### src/rtl/esr_pkg.sv
package esr_pkg;
  // array geometry
  localparam int ESR_ADDR_W = 8;
  localparam int ESR_DEPTH = 256;
  localparam int ESR_SYNC_STAGES = 2;
  // control byte layout
  localparam logic [3:0] ESR_DEV_CODE = 4'ha;
  localparam int ESR_CODE_MSB = 7;
  localparam int ESR_CODE_LSB = 4;
  localparam int ESR_CS_MSB = 3;
  localparam int ESR_CS_LSB = 1;
  localparam int ESR_RW_BIT = 0;
  localparam logic ESR_RW_READ = 1'b1;
  // bit counting and pointer step
  localparam logic [3:0] ESR_BITS_PER_BYTE = 4'h8;
  localparam logic [3:0] ESR_CNT_ONE = 4'h1;
  localparam logic [3:0] ESR_CNT_ZERO = 4'h0;
  localparam logic [7:0] ESR_PTR_STEP = 8'h01;
  localparam logic [7:0] ESR_PTR_RESET = 8'h00;
  localparam logic [7:0] ESR_BYTE_ZERO = 8'h00;

  // raw pin levels that travel together through the synchroniser
  typedef struct packed {
    logic scl;
    logic sda;
    logic [2:0] cs;
  } esr_pins_t;

  // bus idle: both lines high, selects low
  localparam esr_pins_t ESR_PINS_IDLE = 5'h18;

  typedef enum logic [2:0] {
    ESR_IDLE = 3'b000,
    ESR_CTRL = 3'b001,
    ESR_CTRL_ACK = 3'b010,
    ESR_ADDR = 3'b011,
    ESR_ADDR_ACK = 3'b100,
    ESR_TX = 3'b101,
    ESR_TX_ACK = 3'b110,
    ESR_IGNORE = 3'b111
  } esr_state_t;
endpackage

### src/rtl/esr_pin_sync.sv
module esr_pin_sync #(
  parameter int STAGES = 2
) (
  input wire logic clock_in,
  input wire logic rstn_in,
  input wire esr_pkg::esr_pins_t pins_in,
  output esr_pkg::esr_pins_t pins_out
);
  import esr_pkg::*;

  esr_pins_t stage [STAGES];

  // chain of flops; only the last stage is seen outside
  always_ff @(posedge clock_in or negedge rstn_in) begin
    if (!rstn_in) begin
      for (int i = 0; i < STAGES; i++) begin
        stage[i] <= ESR_PINS_IDLE;
      end
    end else begin
      stage[0] <= pins_in;
      for (int i = 1; i < STAGES; i++) begin
        stage[i] <= stage[i-1];
      end
    end
  end

  assign pins_out = stage[STAGES-1];
endmodule

### src/rtl/esr_read_engine.sv
module esr_read_engine #(
  parameter int ADDR_W = esr_pkg::ESR_ADDR_W,
  parameter int DEPTH = esr_pkg::ESR_DEPTH
) (
  input wire logic clock_in,
  input wire logic rstn_in,
  input wire logic scl_in,
  input wire logic sda_in,
  output logic sda_out,
  output logic sda_oe_out,
  input wire logic chip_select_pin_0,
  input wire logic chip_select_pin_1,
  input wire logic chip_select_pin_2,
  input wire logic prog_busy_in,
  input wire logic load_en_in,
  input wire logic [ADDR_W-1:0] load_addr_in,
  input wire logic [7:0] load_data_in,
  output logic [ADDR_W-1:0] pointer_out,
  output esr_pkg::esr_state_t state_out
);
  import esr_pkg::*;

  esr_pins_t pins_raw;
  esr_pins_t pins;
  logic scl_d;
  logic sda_d;
  logic start_seen;
  logic stop_seen;
  logic scl_rise;
  logic scl_fall;
  logic [7:0] mem [DEPTH];
  esr_state_t state;
  logic [3:0] bit_cnt;
  logic [7:0] rx_shift;
  logic [7:0] tx_shift;
  logic [ADDR_W-1:0] ptr;
  logic is_read;
  logic master_ack;
  logic sel_match;
  logic byte_done;

  assign pins_raw = '{scl: scl_in, sda: sda_in,
                      cs: {chip_select_pin_2, chip_select_pin_1,
                           chip_select_pin_0}};

  // pins pass two flops before anything looks at them
  esr_pin_sync #(
    .STAGES(ESR_SYNC_STAGES)
  ) u_sync (
    .clock_in(clock_in),
    .rstn_in(rstn_in),
    .pins_in(pins_raw),
    .pins_out(pins)
  );

  // previous synchronised levels for edge detection
  always_ff @(posedge clock_in or negedge rstn_in) begin
    if (!rstn_in) begin
      scl_d <= ESR_PINS_IDLE.scl;
      sda_d <= ESR_PINS_IDLE.sda;
    end else begin
      scl_d <= pins.scl;
      sda_d <= pins.sda;
    end
  end

  // bus conditions: data moving while clock stays high
  assign start_seen = pins.scl && scl_d && sda_d && !pins.sda;
  assign stop_seen = pins.scl && scl_d && !sda_d && pins.sda;
  assign scl_rise = pins.scl && !scl_d;
  assign scl_fall = !pins.scl && scl_d;
  assign byte_done = (bit_cnt == ESR_BITS_PER_BYTE);

  // control byte match on code and strapped selects
  assign sel_match =
    (rx_shift[ESR_CODE_MSB:ESR_CODE_LSB] == ESR_DEV_CODE) &&
    (rx_shift[ESR_CS_MSB:ESR_CS_LSB] == pins.cs);

  // byte store, filled from the user side
  always_ff @(posedge clock_in) begin
    if (load_en_in) begin
      mem[load_addr_in] <= load_data_in;
    end
  end

  // serial receive shifter and bit counter
  always_ff @(posedge clock_in or negedge rstn_in) begin
    if (!rstn_in) begin
      rx_shift <= ESR_BYTE_ZERO;
      bit_cnt <= ESR_CNT_ZERO;
      master_ack <= 1'b0;
    end else if (start_seen || stop_seen) begin
      bit_cnt <= ESR_CNT_ZERO;
    end else if (scl_rise) begin
      if (state == ESR_TX_ACK) begin
        master_ack <= !pins.sda;
      end else begin
        rx_shift <= {rx_shift[6:0], pins.sda};
        bit_cnt <= bit_cnt + ESR_CNT_ONE;
      end
    end else if (scl_fall && byte_done) begin
      bit_cnt <= ESR_CNT_ZERO;
    end else if (scl_fall && (state == ESR_CTRL_ACK ||
                              state == ESR_TX_ACK)) begin
      bit_cnt <= ESR_CNT_ZERO;
    end
  end

  // transfer sequencing
  always_ff @(posedge clock_in or negedge rstn_in) begin
    if (!rstn_in) begin
      state <= ESR_IDLE;
      is_read <= 1'b0;
    end else if (stop_seen) begin
      state <= ESR_IDLE;
    end else if (start_seen) begin
      state <= ESR_CTRL;
    end else if (scl_fall) begin
      case (state)
        ESR_IDLE: begin
          state <= ESR_IDLE;
        end
        ESR_CTRL: begin
          if (byte_done) begin
            is_read <= (rx_shift[ESR_RW_BIT] == ESR_RW_READ);
            if (sel_match && !prog_busy_in) begin
              state <= ESR_CTRL_ACK;
            end else begin
              state <= ESR_IGNORE;
            end
          end
        end
        ESR_CTRL_ACK: begin
          state <= is_read ? ESR_TX : ESR_ADDR;
        end
        ESR_ADDR: begin
          if (byte_done) begin
            state <= prog_busy_in ? ESR_IGNORE : ESR_ADDR_ACK;
          end
        end
        ESR_ADDR_ACK: begin
          state <= ESR_IGNORE;
        end
        ESR_TX: begin
          if (byte_done) begin
            state <= ESR_TX_ACK;
          end
        end
        ESR_TX_ACK: begin
          state <= master_ack ? ESR_TX : ESR_IGNORE;
        end
        default: begin
          state <= ESR_IGNORE;
        end
      endcase
    end
  end

  // address pointer: loaded by word address, stepped per byte sent
  always_ff @(posedge clock_in or negedge rstn_in) begin
    if (!rstn_in) begin
      ptr <= ESR_PTR_RESET;
    end else if (scl_fall && !start_seen && !stop_seen) begin
      if (state == ESR_ADDR && byte_done && !prog_busy_in) begin
        ptr <= rx_shift[ADDR_W-1:0];
      end else if ((state == ESR_CTRL_ACK && is_read) ||
                   (state == ESR_TX_ACK && master_ack)) begin
        ptr <= ptr + ESR_PTR_STEP[ADDR_W-1:0];
      end
    end
  end

  // transmit shifter: byte fetched as it starts going out
  always_ff @(posedge clock_in or negedge rstn_in) begin
    if (!rstn_in) begin
      tx_shift <= ESR_BYTE_ZERO;
    end else if (scl_fall && !start_seen && !stop_seen) begin
      if ((state == ESR_CTRL_ACK && is_read) ||
          (state == ESR_TX_ACK && master_ack)) begin
        tx_shift <= mem[ptr];
      end else if (state == ESR_TX) begin
        tx_shift <= {tx_shift[6:0], 1'b0};
      end
    end
  end

  // data line drive: low for acknowledge or a zero data bit
  always_ff @(posedge clock_in or negedge rstn_in) begin
    if (!rstn_in) begin
      sda_oe_out <= 1'b0;
    end else if (start_seen || stop_seen) begin
      sda_oe_out <= 1'b0;
    end else if (scl_fall) begin
      case (state)
        ESR_CTRL: begin
          sda_oe_out <= byte_done && sel_match && !prog_busy_in;
        end
        ESR_ADDR: begin
          sda_oe_out <= byte_done && !prog_busy_in;
        end
        ESR_CTRL_ACK: begin
          sda_oe_out <= is_read && !mem[ptr][7];
        end
        ESR_TX: begin
          sda_oe_out <= !byte_done && !tx_shift[6];
        end
        ESR_TX_ACK: begin
          sda_oe_out <= master_ack && !mem[ptr][7];
        end
        default: begin
          sda_oe_out <= 1'b0;
        end
      endcase
    end
  end

  // open-drain level and observation outputs
  always_ff @(posedge clock_in or negedge rstn_in) begin
    if (!rstn_in) begin
      sda_out <= 1'b0;
      pointer_out <= ESR_PTR_RESET;
      state_out <= ESR_IDLE;
    end else begin
      sda_out <= 1'b0;
      pointer_out <= ptr;
      state_out <= state;
    end
  end
endmodule

### config.mk
export PLATFORM = sky130hd
export DESIGN_NAME = esr_read_engine
export DESIGN_NICKNAME = d
export VERILOG_FILES = /design/src/rtl/esr_pkg.sv /design/src/rtl/esr_pin_sync.sv /design/src/rtl/esr_read_engine.sv
export SDC_FILE = /design/constraint.sdc
export NUM_CORES = 2
export LEC_CHECK = 0
export BUFFER_PORTS_ARGS = -buffer_cell sky130_fd_sc_hd__buf_4
export CAP_MARGIN = 20
export CORE_UTILIZATION = 30
export DETAILED_ROUTE_END_ITERATION = 12
export GPL_TIMING_DRIVEN = 0
export PLACE_DENSITY = 0.49
export REMOVE_ABC_BUFFERS = 1
export SKIP_CTS_REPAIR_TIMING = 1
export SYNTH_ARGS = -nofsm -noshare
export SYNTH_HDL_FRONTEND = slang
export SYNTH_SLANG_ARGS = --single-unit
### constraint.sdc
create_clock -name clock_in -period 3.3 [get_ports clock_in]
set_input_delay 0.66 -clock clock_in [delete_from_list [all_inputs] [get_ports clock_in]]
set_output_delay 0.66 -clock clock_in [all_outputs]
set_load 0.1 [all_outputs]
Word level (Yosys, flattened, before mapping)
Memories as Yosys holds them, arrays and structs flattened.
Index checks and enable logic that the tools add are counted.
- $mul: 0
- $lt $le $gt $ge: 0
- bitwise logic cells: 4
- div/mod/pow operators: 0
- reductions and logical operators: 49
- shift-type cells: 0
- add/subtract/negate cells: 2
- multiplexer cells: 25
- eq/ne operators: 12
- operator list (cell ; count):
    3-bit 2-to-1 mux ; 8
    1-bit logical AND ; 23
    4-bit 2-to-1 mux ; 5
    3-bit case mux with 6 select lines ; 1
    8-bit 2-to-1 mux ; 2
    7-bit 2-to-1 mux ; 2
    4-bit inequality test (second input constant) ; 3
    1-bit logical NOT ; 10
    8-bit by 1-bit adder with 8-bit output (second input constant) ; 1
    4-bit equality test (second input constant) ; 2
    3-bit by 2-bit equality test with 1-bit output (second input constant) ; 2
    3-bit equality test (second input constant) ; 2
    2-bit AND reduction ; 3
    3-bit AND reduction ; 2
    2-bit nonzero test ; 3
    1-bit case mux with 5 select lines ; 1
    5-bit AND reduction ; 1
    4-bit by 1-bit adder with 4-bit output (second input constant) ; 1
    1-bit 2-to-1 mux ; 4
    2-bit 2-to-1 mux ; 2
    1-bit NOT ; 4
    4-bit AND reduction ; 1
    4-bit nonzero test ; 1
    3-bit by 1-bit equality test with 1-bit output (second input constant) ; 1
    5 further kinds ; 7
- memory bits (read-only): 0
- output and inout port bits: 13
- memories kept: 1
- bits in writable memories: 2048
- input port bits: 25
- bits in latches: 0
- register bits after elaboration: 56
- memories (name ; depth ; bits a word ; read ports ; clocked after Yosys merged registers in ; wr ports ; line ; text):
    mem ; 256 ; 8 ; 1 ; 0 ; 1 ; esr_read_engine.sv:31 ; logic [7:0] mem [DEPTH];

Logic depth before layout (Yosys ltp)
- depth after elaboration: 9
- gate-level depth with buffers: 14

Modules after synthesis
Synthesis repeated with hierarchy kept, for this count alone.
- cells, all modules: 4024
- area, all modules: 82275.2 µm²
- modules (own cells, without submodules) (module ; times used ; cells each ; area each (µm²)):
    esr_read_engine ; 1 ; 4009 ; 81982.4
    esr_pin_sync ; 1 ; 15 ; 292.8

Least setup slack after synthesis
OpenSTA, ideal clock, no wires.
- path kind: reg2reg
- start: register ptr[0]
- end: register tx_shift[6]
- path buffers: 5
- data arrival time: 2.474 ns
- stages on the path, launching flop included: 13
- path slack: 0.694 ns
- clock period less this slack: 2.606 ns
- cell sequence: dfrtp_1 > buf_6 > buf_12 > buf_8 > buf_6 > buf_2 > mux4_2 > nand2_1 > a21oi_1 > nor4_1 > o311ai_0 > nand3_1 > o211ai_1
- cells in the longest elaborated chain, start to end: 2
- RTL lines (element ; line ; text):
    start, declared ; esr_read_engine.sv:36 ; logic [ADDR_W-1:0] ptr;
    start signal, assigned ; esr_read_engine.sv:165 ; ptr <= rx_shift[ADDR_W-1:0];
    start signal, assigned ; esr_read_engine.sv:168 ; ptr <= ptr + ESR_PTR_STEP[ADDR_W-1:0];
    memory 256 x 8 bit ; - ;
    7-bit 2-to-1 mux ; esr_read_engine.sv:178 ; if ((state == ESR_CTRL_ACK && is_read) ||
    end signal, assigned ; esr_read_engine.sv:180 ; tx_shift <= mem[ptr];
    end signal, assigned ; esr_read_engine.sv:182 ; tx_shift <= {tx_shift[6:0], 1'b0};
    end, declared ; esr_read_engine.sv:35 ; logic [7:0] tx_shift;
Every way passes these cells.
A chain may end at the register's enable or synchronous reset.

Final worst setup path
- start: register ptr[0]
- end: register tx_shift[2]
The elaborated chain is that of the path after synthesis.

==> results.cfg <==
[synthesis]
synth.area.top_cells = edfxtp_1 (74%), mux4_2 (12%), mux2i_1 (2.5%), dfrtp_1 (1.5%), nor2_1 (1.4%)
syn_inst = 4020
yosys-top-cells-count = edfxtp_1 (2048), mux4_2 (435), nor2_1 (310), mux2i_1 (209), nand2_1 (112)
postSynth.asyncResetShare_pct = 2.66
synth_flop_cell = edfxtp_1
synth_seq_area_share_pct = 76.2
synth_edf_count = 2048
synth_cell_type_count = 77
postSynthAreaPerCell_sq_um = 20.5
ys_warn_count = 0
ys_seq_elements = 2104
synth.most_common_cell = edfxtp_1
yosysTopAreaCellShare_pct = 74.5
yosysTopAreaCell = edfxtp_1
syn_area_sq_mm = 0.0826

[worst_setup_path]
start_kind = register
worstPathRequired_ps = 4020
crit_end = tx_shift[2]$_DFFE_PN0P_
r2r_end = tx_shift[2]$_DFFE_PN0P_
worstRegToRegCells = 10
critPathKind = reg2reg
worstSetupEndpointType = register
r2r_start = ptr[0]$_DFFE_PN0P_
worstPathArrival_ps = 4090
crit_path_start = ptr[0]$_DFFE_PN0P_
critPathMaxFanout = 16
r2r_slack_ps = -70

[clock_tree]
cts_sinks = 2104
cts_tree = yes
clk_pin_slew_ps = 60
clock_path_buffers = 3
htree_levels = 4
clkLatencyLatePin_ps = 870
clock_tree.root_cell = clkbuf_16
cts_buffers = 214

[global_routing]
grt_usage_pct = 16.8
grt_max_degree = 145
grt_pass1_wl_um = 329000
gr-total-overflow = 0
antenna_found_initial = 9
first_global_vias = 41312

[power]
leakage_nw = 31.2
p_sw_mw = 11.6
comb_power_share_pct = 2.6
power_switching_share_pct = 21.1
ir_drop_v = 0.000583
seq_power_share_pct = 53.7
clkPwrFrac_pct = 43.6
power.density_mw_per_mm2 = 566
p_int_mw = 43.5

[run]
cap_violations = 0

[drt]
via_count = 42174
routed_via_density = 5.24
routed_wl_um = 248000
first_iter_violations = 4591
wl_per_cell_um = 30.8
postRouteAntennaNets = 0
drc_errors = 0
drt-pass1-iter-count = 6

[timing]
fmax_mhz = 297
post-route-period-util_pct = 102
tightest_slew_ps = 1310
setup_viol = 4
hold_violations = 0
rsz0062_at_grt = yes
drv_slew = 0
relSlewSlack_pct = 12.7
fin_crit_ps = 3370
fin_skew_ps = 31.7
timing.hold.ws_ps = 187
final.setup.tns_ps = -146
finalWorstSetupSlack_ps = -69.9

[die]
dieWidth_um = 527
dieHeight_um = 527
initial_utilization_pct = 30.2
design.core.area_sq_mm = 0.274
die_area_sq_mm = 0.277
io_pins = 38
std_cell_rows = 192

[placement]
dpl.hpwl_um = 146000
gp_congestion = 0.808
io_buffers = 36

[cells_and_area]
n_fill_cell = 25268
fin_nets = 4301
drive_gt1_share_pct = 26.4
postLayoutCoreUtil_pct = 35.6
area_growth_pct = 17.9

[status]
status = finished, violations left
violations = setup timing

[min_path]
hp-class = in2reg
[power by group through the flow]
stage	logic [mW]	registers, mW	clock network, mW
after floorplan	0.639	30.2	0
after global placement	1.53	30.3	0
after detailed placement	1.37	30.2	0
after CTS	1.37	29.6	24.4
after global routing	1.52	29.6	25.4
final	1.44	29.6	24.0
[area by class of cell]
type | count | area [sq um] | share of cell area [%]
Tap cell | 3589 | 4490 | 4.61
Multi-Input combinational cell | 1659 | 18700 | 19.2
Inverter | 12 | 71.3 | 0.0733
Clock buffer | 279 | 5680 | 5.84
Clock inverter | 115 | 1210 | 1.24
Antenna cell | 6 | 15.0 | 0.0154
Sequential cell | 2104 | 62900 | 64.6
Timing Repair Buffer | 282 | 4260 | 4.38
[logic make-up (layout without fill, tap and decap cells)]
kind of cell    count (synthesis)  count (layout)  share of synthesized area [%]
simple gates                  575             576                           3.06
fa+ha+maj                       3               3                         0.0455
mux                           692             692                           15.3
flops                        2104            2104                           76.2
xor+xnor                        4               4                         0.0424
compound gates                383             383                           3.20
other cells                     1               7                        0.00454
buf+inv                       258             688                           2.15
[worst min-delay path by stage]
stage                               from                      endpoint  slack [ps]  depth (start not counted)
6_report                 load_data_in[3]         mem[218][3]$_DFFE_PP_         190                          1
5_1_grt                  load_data_in[3]         mem[218][3]$_DFFE_PP_         160                          1
4_1_cts                           scl_in     u_sync.stage[9]$_DFF_PN1_        -160                          1
3_5_place_dp   u_sync.stage[5]$_DFF_PN0_  u_sync.pins_out[0]$_DFF_PN0_         340                          0
3_3_place_gp   u_sync.stage[5]$_DFF_PN0_  u_sync.pins_out[0]$_DFF_PN0_         340                          0
2_1_floorplan  u_sync.stage[5]$_DFF_PN0_  u_sync.pins_out[0]$_DFF_PN0_         330                          0
[critical path, stage by stage (launching register included)]
cell       delay (ps)
dfrtp_4           540
buf_16            150
buf_16            150
buf_16            180
clkbuf_16         230
mux4_2            560
a22oi_1           350
a21oi_1           250
or4_1             520
a31oi_1           180
a21oi_1            80
[metal layers]
layer  vias up  routed length, um  GRT usage (%)
met1     23132             107000           23.7
met4         4               6510           4.43
met2      1488             118000           26.8
met3       330              15500           2.69
li1      17220                  -              -
met5         -                 32              0
[through the flow]
step,worst slack [ps],instance area [sq um],total power [mW],std cells
after floorplan,-21580,80900,30.9,3774
after global placement,-35050,85600,31.8,7399
after detailed placement,-1650,87800,31.5,7486
after CTS,-1670,94600,55.4,7880
after global routing,-53.5,97300,56.6,8040
final,-69.9,97400,55.1,8046
[sequential cells by signal (all words and copies together), names as in the netlist, 4 cells and up]
| register | flops |
|---|---|
| bit_cnt | 4 |
| mem | 2048 |
| pointer_out | 8 |
| ptr | 8 |
| rx_shift | 8 |
| tx_shift | 7 |
| u_sync.pins_out | 5 |
| u_sync.stage | 5 |
[layout by cell type, fill, tap and decap left out, types with 46 or more instances in the layout]
| cell type | Yosys | final |
|---|---|---|
| mux2i_1 | 209 | 202 |
| a21oi_1 | 76 | 69 |
| nand2_1 | 112 | 107 |
| a22oi_1 | 54 | 49 |
| o21ai_0 | 55 | 46 |
| buf_16 | 0 | 51 |
| clkbuf_1 | 106 | 59 |
| edfxtp_1 | 2048 | 2048 |
| buf_4 | 13 | 135 |
| nor2_1 | 310 | 303 |
| clkbuf_16 | 0 | 248 |
| mux4_2 | 435 | 435 |
No activity file was read; power rests on OpenSTA's default activity.
